<file path="config.mk">
export PLATFORM = sky130hd
export DESIGN_NAME = return_address_stack
export DESIGN_NICKNAME = d
export VERILOG_FILES = /design/src/inc/ras_pkg.sv /design/src/rtl/return_address_stack.sv
export VERILOG_INCLUDE_DIRS = /design/src /design/src/inc
export SDC_FILE = /design/constraint.sdc
export NUM_CORES = 1
export LEC_CHECK = 0
export ABC_AREA = 1
export BUFFER_PORTS_ARGS = -buffer_cell sky130_fd_sc_hd__buf_2
export CORE_ASPECT_RATIO = 1.75
export CORE_MARGIN = 5
export CORE_UTILIZATION = 50
export DETAILED_ROUTE_END_ITERATION = 8
export PLACE_DENSITY = 0.71
export SYNTH_ARGS = -nofsm -noshare
export SYNTH_HDL_FRONTEND = slang
export SYNTH_SLANG_ARGS = --single-unit
</file>
<file path="constraint.sdc">
create_clock -name clk -period 4.2 [get_ports clk]
set_input_delay 0.63 -clock clk [delete_from_list [all_inputs] [get_ports clk]]
set_output_delay 0.63 -clock clk [all_outputs]
set_load 0.01 [all_outputs]
</file>
<file path="src/inc/ras_defines.svh">
`ifndef RAS_DEFINES_SVH
`define RAS_DEFINES_SVH

// Register map (byte addresses on the core register port)
`define ADDR_STACK_POINTER 8'hDF
`define ADDR_STACK_BASE 8'hF0
`define ADDR_STACK_MASK 8'hF0

// Field layout of the pointer register
`define IRQ_EN_BIT 7
`define PTR_MSB 2
`define PTR_W 3

// Reset values
`define PTR_RESET 3'h7
`define IRQ_EN_RESET 1'b0
`define PC_RESET 11'h000

// Stack geometry
`define DEPTH 8
`define ADDR_W 11
`define HIGH_W 3

// Start-up sequencing after reset release
`define STABLE_NS 100
`define WARMUP_NS 200
`define CLK_NS 10
`define STABLE_CYC ((`STABLE_NS + `CLK_NS - 1) / `CLK_NS)
`define WARMUP_CYC ((`WARMUP_NS + `CLK_NS - 1) / `CLK_NS)

`endif

</file>
<file path="src/inc/ras_pkg.sv">
package ras_pkg;
	// Start-up phases after any reset
	typedef enum logic [1:0] {
		st_power_wait,
		st_init,
		st_warmup,
		st_run
	} boot_e;
	typedef logic [10:0] addr_t;
endpackage

</file>
<file path="src/rtl/return_address_stack.sv">
// The strobed register port was decided locally.
`include "ras_defines.svh"

module return_address_stack
	import ras_pkg::*;
(
	// Clock and reset
	input wire logic clk,
	input wire logic rstn,
	// Reset sources
	input wire logic por_n,
	input wire logic wdt_overflow,
	input wire logic brownout,
	// Sequencer requests
	input wire logic call_push,
	input wire logic irq_push,
	input wire logic ret_pop,
	input wire logic return_from_interrupt_pop,
	input wire logic [10:0] pc_in,
	// Register port
	input wire logic [7:0] reg_addr,
	input wire logic [7:0] reg_wdata,
	input wire logic reg_wr,
	input wire logic reg_rd,
	output logic [7:0] reg_rdata,
	// Core outputs
	output logic [10:0] pc_out,
	output logic pc_load,
	output logic global_irq_enable,
	output logic [2:0] stack_level_pointer,
	output logic run_enable,
	output logic sys_reset
);

	// Saved address storage, split high and low
	// Cleared on reset, so a stray pop returns zero rather than junk
	logic [`HIGH_W-1:0] saved_addr_high [`DEPTH];
	logic [7:0] saved_addr_low [`DEPTH];
	// Reset source synchronisers, three stages each
	logic [2:0] por_sync;
	logic [2:0] wdt_sync;
	logic [2:0] bod_sync;
	// Combined soft reset request
	logic any_reset;
	// Boot sequencer
	boot_e boot;
	logic [7:0] boot_cnt;
	// Decoded requests
	logic push;
	logic pop;
	logic [2:0] next_ptr;
	logic [2:0] push_slot;
	logic [2:0] pop_slot;
	logic ptr_wr;
	logic entry_wr;
	logic [2:0] entry_idx;
	logic entry_hi;

	// Pin inputs pass three stages; a reset request counts once stages 1 and 2 agree.
	// Stages reset low, so power-good reads as absent until the pin has
	// been seen high twice: the core stays halted right after rstn.
	pin_sync por_pin_inst (
		.clk(clk),
		.rstn(rstn),
		.pin(por_n),
		.stages(por_sync)
	);
	pin_sync wdt_pin_inst (
		.clk(clk),
		.rstn(rstn),
		.pin(wdt_overflow),
		.stages(wdt_sync)
	);
	pin_sync bod_pin_inst (
		.clk(clk),
		.rstn(rstn),
		.pin(brownout),
		.stages(bod_sync)
	);

	// Any of the three sources resets the whole system
	// Watchdog and brown-out are active high, power-good active low
	// A one-cycle glitch on a pin never resets the core
	assign any_reset = (!por_sync[2] && !por_sync[1]) ||
		(wdt_sync[2] && wdt_sync[1]) ||
		(bod_sync[2] && bod_sync[1]);

	// Register strobe decode
	// Entry writes never move the pointer; software owns that layout
	assign ptr_wr = reg_wr && (reg_addr == `ADDR_STACK_POINTER);
	assign entry_wr = reg_wr &&
		((reg_addr & `ADDR_STACK_MASK) == `ADDR_STACK_BASE);
	// Entry n lives at F0+2n (high) and F0+2n+1 (low)
	assign entry_idx = reg_addr[3:1];
	assign entry_hi = !reg_addr[0];

	// Requests only count while the core runs; earlier ones are dropped
	// because the sequencer is not fetching yet
	assign push = run_enable && (call_push || irq_push);
	assign pop = run_enable && (ret_pop || return_from_interrupt_pop);
	// Level n stores into entry n-1: a push at pointer p fills entry
	// 7 - p, so 111 fills entry 0 and 000 fills entry 7
	assign push_slot = 3'h7 - stack_level_pointer;
	// The top entry is the one the last push filled, one pointer step
	// above: entry 6 - p, modulo 8
	assign pop_slot = 3'h6 - stack_level_pointer;
	// Push and pop together cancel out the pointer move
	// Wrapping below 000 is silent; nothing records an overflow
	always_comb begin
		next_ptr = stack_level_pointer;
		if (push && !pop) begin
			next_ptr = stack_level_pointer - 3'h1;
		end else if (pop && !push) begin
			next_ptr = stack_level_pointer + 3'h1;
		end
	end

	// Boot sequence: stabilise, init, warm up, run
	// A reset source held for a few cycles restarts the whole sequence
	always_ff @(posedge clk or negedge rstn) begin
		if (!rstn) begin
			boot <= st_power_wait;
			boot_cnt <= 8'h00;
		end else if (any_reset) begin
			// Reset holds the core halted
			boot <= st_power_wait;
			boot_cnt <= 8'h00;
		end else begin
			unique case (boot)
				st_power_wait: begin
					if (boot_cnt == 8'(`STABLE_CYC - 1)) begin
						boot <= st_init;
						boot_cnt <= 8'h00;
					end else begin
						boot_cnt <= boot_cnt + 8'h01;
					end
				end
				st_init: begin
					// One cycle for register initialisation
					boot <= st_warmup;
				end
				st_warmup: begin
					if (boot_cnt == 8'(`WARMUP_CYC - 1)) begin
						boot <= st_run;
						boot_cnt <= 8'h00;
					end else begin
						boot_cnt <= boot_cnt + 8'h01;
					end
				end
				st_run: begin
					// Stays here until the next reset
					boot_cnt <= 8'h00;
				end
			endcase
		end
	end

	// Run flag and system reset flag come from flops
	// Registered, so run_enable lags the boot state by one cycle
	always_ff @(posedge clk or negedge rstn) begin
		if (!rstn) begin
			run_enable <= 1'b0;
			sys_reset <= 1'b1;
		end else begin
			run_enable <= (boot == st_run) && !any_reset;
			sys_reset <= any_reset || (boot != st_run);
		end
	end

	// Global interrupt enable; cleared by any reset and by init
	always_ff @(posedge clk or negedge rstn) begin
		if (!rstn) begin
			global_irq_enable <= `IRQ_EN_RESET;
		end else if (any_reset || boot == st_init) begin
			global_irq_enable <= `IRQ_EN_RESET;
		end else if (ptr_wr) begin
			// Written even when a push or pop moves the pointer
			global_irq_enable <= reg_wdata[`IRQ_EN_BIT];
		end
	end

	// Pointer; hardware moves beat a software write in the same cycle
	always_ff @(posedge clk or negedge rstn) begin
		if (!rstn) begin
			stack_level_pointer <= `PTR_RESET;
		end else if (any_reset || boot == st_init) begin
			stack_level_pointer <= `PTR_RESET;
		end else if (push || pop) begin
			stack_level_pointer <= next_ptr;
		end else if (ptr_wr) begin
			// Software may set the pointer, e.g. to 111 at program start
			stack_level_pointer <= reg_wdata[`PTR_MSB:0];
		end
	end

	// Stack storage; a push without a pop wins over a software write to the same entry
	// Init clears every entry, so each boot starts from a clean stack
	always_ff @(posedge clk or negedge rstn) begin
		if (!rstn) begin
			for (int i = 0; i < `DEPTH; i++) begin
				saved_addr_high[i] <= 3'h0;
				saved_addr_low[i] <= 8'h00;
			end
		end else if (any_reset || boot == st_init) begin
			for (int i = 0; i < `DEPTH; i++) begin
				saved_addr_high[i] <= 3'h0;
				saved_addr_low[i] <= 8'h00;
			end
		end else begin
			if (entry_wr) begin
				if (entry_hi) begin
					saved_addr_high[entry_idx] <= reg_wdata[`HIGH_W-1:0];
				end else begin
					saved_addr_low[entry_idx] <= reg_wdata;
				end
			end
			// Overflow silently overwrites, no flag raised
			if (push && !pop) begin
				saved_addr_high[push_slot] <= pc_in[10:8];
				saved_addr_low[push_slot] <= pc_in[7:0];
			end
		end
	end

	// Counter reload on pop; cleared on any reset
	// The popped value holds until the next pop; pc_load marks it
	always_ff @(posedge clk or negedge rstn) begin
		if (!rstn) begin
			pc_out <= `PC_RESET;
			pc_load <= 1'b0;
		end else if (any_reset || boot != st_run) begin
			// Restart from address zero once running
			pc_out <= `PC_RESET;
			pc_load <= 1'b0;
		end else begin
			pc_load <= pop && !push;
			if (pop && !push) begin
				pc_out <= {saved_addr_high[pop_slot],
					saved_addr_low[pop_slot]};
			end
		end
	end

	// Read data one cycle after the strobe; unmapped reads zero
	// Reads have no side effects, so software may poll freely
	always_ff @(posedge clk or negedge rstn) begin
		if (!rstn) begin
			reg_rdata <= 8'h00;
		end else if (reg_rd) begin
			if (reg_addr == `ADDR_STACK_POINTER) begin
				reg_rdata <= {global_irq_enable, 4'h0, stack_level_pointer};
			end else if ((reg_addr & `ADDR_STACK_MASK) == `ADDR_STACK_BASE) begin
				reg_rdata <= entry_hi ? {5'h00, saved_addr_high[entry_idx]} :
					saved_addr_low[entry_idx];
			end else begin
				reg_rdata <= 8'h00;
			end
		end else begin
			reg_rdata <= 8'h00;
		end
	end

endmodule

// Three-stage synchroniser for a pin from outside the clock domain.
// Stage 0 may go metastable; only stage 1 reads it, and the user
// compares stages 1 and 2 so a single-cycle glitch is ignored.
module pin_sync
	import ras_pkg::*;
#(
	// Level all stages take while rstn is low
	parameter logic RESET_LEVEL = 1'b0
) (
	// Clock and reset
	input wire logic clk,
	input wire logic rstn,
	// Raw pin
	input wire logic pin,
	// All three stages, oldest in bit 2
	output logic [2:0] stages
);

	// Shift the pin in once per clock
	always_ff @(posedge clk or negedge rstn) begin
		if (!rstn) begin
			stages <= {3{RESET_LEVEL}};
		end else begin
			// Newest sample enters at bit 0
			stages <= {stages[1:0], pin};
		end
	end

endmodule

</file>
==> flow_summary.json <==
{
  "status": "finished, final reports clean",
  "ctsHoldBuffers": 0,
  "setup_violations": 0,
  "die_x_um": 108.8,
  "path_max_fanout": 23,
  "critPathCaptureType": "flip-flop",
  "synthAdderAreaFrac_pct": 1.172,
  "yosysUniqueCellTypes": 38,
  "drt_iter0_markers": 772,
  "area.growth.synth_to_final_pct": 10.76,
  "muxShareOfSynthArea_pct": 0,
  "clk_pin_slew_ps": 60,
  "grt_usage_pct": 27.42,
  "layout_min_cycle_time_ps": 2680,
  "h-tree-depth": 4,
  "skew_ps": 9.398,
  "synthCells": 1242,
  "wl_per_cell_um": 17.51,
  "drt-total-wl_um": 26410,
  "worst-endpoint-arrival_ps": 3050,
  "via_per_inst": 5.679,
  "synth_warnings": 0,
  "ff2ff_path_depth": 6,
  "dp_hpwl_um": 18000,
  "insertedDiodeCount": 0,
  "maxSlewViolCount": 0,
  "grt_max_degree": 81,
  "post_cts_buffers": 0,
  "synth_top_family_by_area": "simple AND/OR/NAND/NOR gates",
  "finish.utilization_pct": 56.10,
  "avgSynthCellArea_sq_um": 6.879,
  "r2r_end": "pc_out[10]$_DFFE_PN0P_",
  "vias": 8564,
  "syn-num-nets": 1288,
  "drtAntennaViolNets": 0,
  "die_y_um": 182.9,
  "synthArstFlopShare_pct": 100.0,
  "cts_buffer_depth": 2,
  "synth_area_sq_mm": 0.008543,
  "io_pins": 64,
  "start_util_pct": 50.65,
  "cap_violations": 0,
  "r2r-start": "stack_level_pointer[1]$_DFFE_PN1P_",
  "tns_ps": 0,
  "slew-limit-headroom_pct": 25.33,
  "synth_xor_area_share_pct": 0.3076,
  "tightest_slew_ps": 1114,
  "coreArea_sq_mm": 0.01687,
  "cts_resized": 0,
  "hp-class": "in2async",
  "hold_viol": 0,
  "grt_first_pass_wirelength_um": 42660,
  "reg2reg_setup_slack_ps": 1520,
  "rsz0062_at_grt": "no",
  "start_kind": "flip-flop",
  "fillers": 1641,
  "path_class": "reg2reg",
  "drt_first_pass_iters": 8,
  "synth_simple_gate_area_share_pct": 25.25,
  "required_ps": 4570,
  "clk_latency_ps": 430,
  "grt_overflow": 0,
  "design.die.area_sq_mm": 0.01990,
  "numCtsBuffers": 17,
  "ir_worst_vdd_mv": 0.2941,
  "portBuffers": 63,
  "drc": 0,
  "grt_pass1_vias": 8225,
  "antenna_found_initial": 1,
  "ys_seq_area_share_pct": 39.02,
  "total_leakage_power_nw": 5.029,
  "fin_crit_sh_pct": 63.81,
  "fin_nets": 1314,
  "cts_tree": "built",
  "rows": 63,
  "pwr_density_cell_mw_per_mm2": 441.7,
  "cts_root_buffer": "clkbuf_16",
  "synth_compound_area_share_pct": 22.96,
  "dominantRegCellSynth": "dfrtp_1",
  "gp_congestion": 0.8914,
  "fmax_ghz": 0.3732,
  "ys_seq_elements": 133,
  "drive_gt1_share_pct": 11.55,
  "holdWs_ps": 229.4,
  "cts.sinks": 133,
  "synth_edf_count": 0
}
kinds of logic after synthesis:
logic type	count (synthesis)
AO/OA/AOI/OAI	359
XOR/XNOR	3
adder cells (fa/ha/maj)	8
buffers and inverters	220
flip-flops	133
AND/OR/NAND/NOR	519
flip-flops by register name, summed over array words and instances, names as in the netlist, 8 cells and up:
register,flops
boot_cnt,8
reg_rdata,8
pc_out,11
saved_addr_high,24
saved_addr_low,64
cell usage in the layout (no fill, tap or decap), types with 11 or more instances in the layout:
cell,count
buf_4,12
o21ai_1,21
nand3_1,46
inv_1,141
inv_2,11
buf_2,62
o211ai_1,16
nor2_1,89
o221ai_1,22
o21ai_0,182
clkbuf_16,17
dfrtp_1,129
nand2_1,349
a21oi_1,104
worst max path at each step:
| stage | depth (start not counted) | slack (ps) | startpoint | to |
|---|---|---|---|---|
| global route | 6 | 1370 | stack_level_pointer[1]$_DFFE_PN1P_ | pc_out[5]$_DFFE_PN0P_ |
| global placement | 9 | 1660 | reg_addr[2] | saved_addr_low[30]$_DFF_PN0_ |
| finish | 6 | 1520 | stack_level_pointer[1]$_DFFE_PN1P_ | pc_out[10]$_DFFE_PN0P_ |
| CTS | 6 | 1560 | stack_level_pointer[1]$_DFFE_PN1P_ | pc_out[10]$_DFFE_PN0P_ |
| floorplan | 9 | 2440 | return_from_interrupt_pop | stack_level_pointer[1]$_DFFE_PN1P_ |
| detailed placement | 6 | 1590 | stack_level_pointer[1]$_DFFE_PN1P_ | pc_out[10]$_DFFE_PN0P_ |
power by group:
group	leakage, nW	total, mW	switching [mW]	internal, mW
clock	0.296	1.58	0.636	0.948
sequential	1.82	1.36	0.0357	1.32
combinational	2.91	1.24	0.873	0.366
metrics by stage:
stage | power, mW | worst slack (ps) | cell area [sq um] | cells
after CTS | 4.177 | 1559 | 9463 | 1508
after detailed placement | 2.583 | 1589 | 8845 | 1476
after global placement | 2.568 | 1659 | 8845 | 1476
final | 4.180 | 1520 | 9463 | 1508
after floorplan | 2.237 | 2443 | 8543 | 1242
after global routing | 4.385 | 1374 | 9463 | 1508
routing by layer:
layer  wire length [um]  global-route usage (%)
met4               1236                   14.96
met3               1781                   4.967
met1              10250                   33.21
met2              13130                   45.63
met5                 13                       0
critical path, stage by stage, from the launching register on:
cell and delay [ps]:
dfstp_2 600, ha_1 560, inv_1 730, o21ai_0 210
o221ai_1 300, nand3_1 120, nand2_1 100
cells in the mapped netlist (all sizes together) (4+ instances only):
library cell,instances,area share [%]
nor2,97,4.9
nor3,5,0.41
a31oi,4,0.29
o211ai,18,1.7
o21ai,205,12
nand3,47,2.9
dfrtp,129,38
inv,152,6.7
buf,43,3.5
a21oi,104,6.1
clkbuf,25,1.1
o221ai,22,2.3
nand4,11,0.98
ha,8,1.2
dfstp,4,1.2
nand2,359,16
layout make-up:
type	count	area [sq um]	share of cell area, %
clock buffer	17	425.4	4.496
inverter	152	570.5	6.029
clock inverter	15	192.7	2.036
tap	227	284.0	3.001
sequential	133	3333	35.22
multi-input combinational	889	4245	44.86
timing repair buffer	75	411.6	4.350
(Power assumes the default switching activity.)
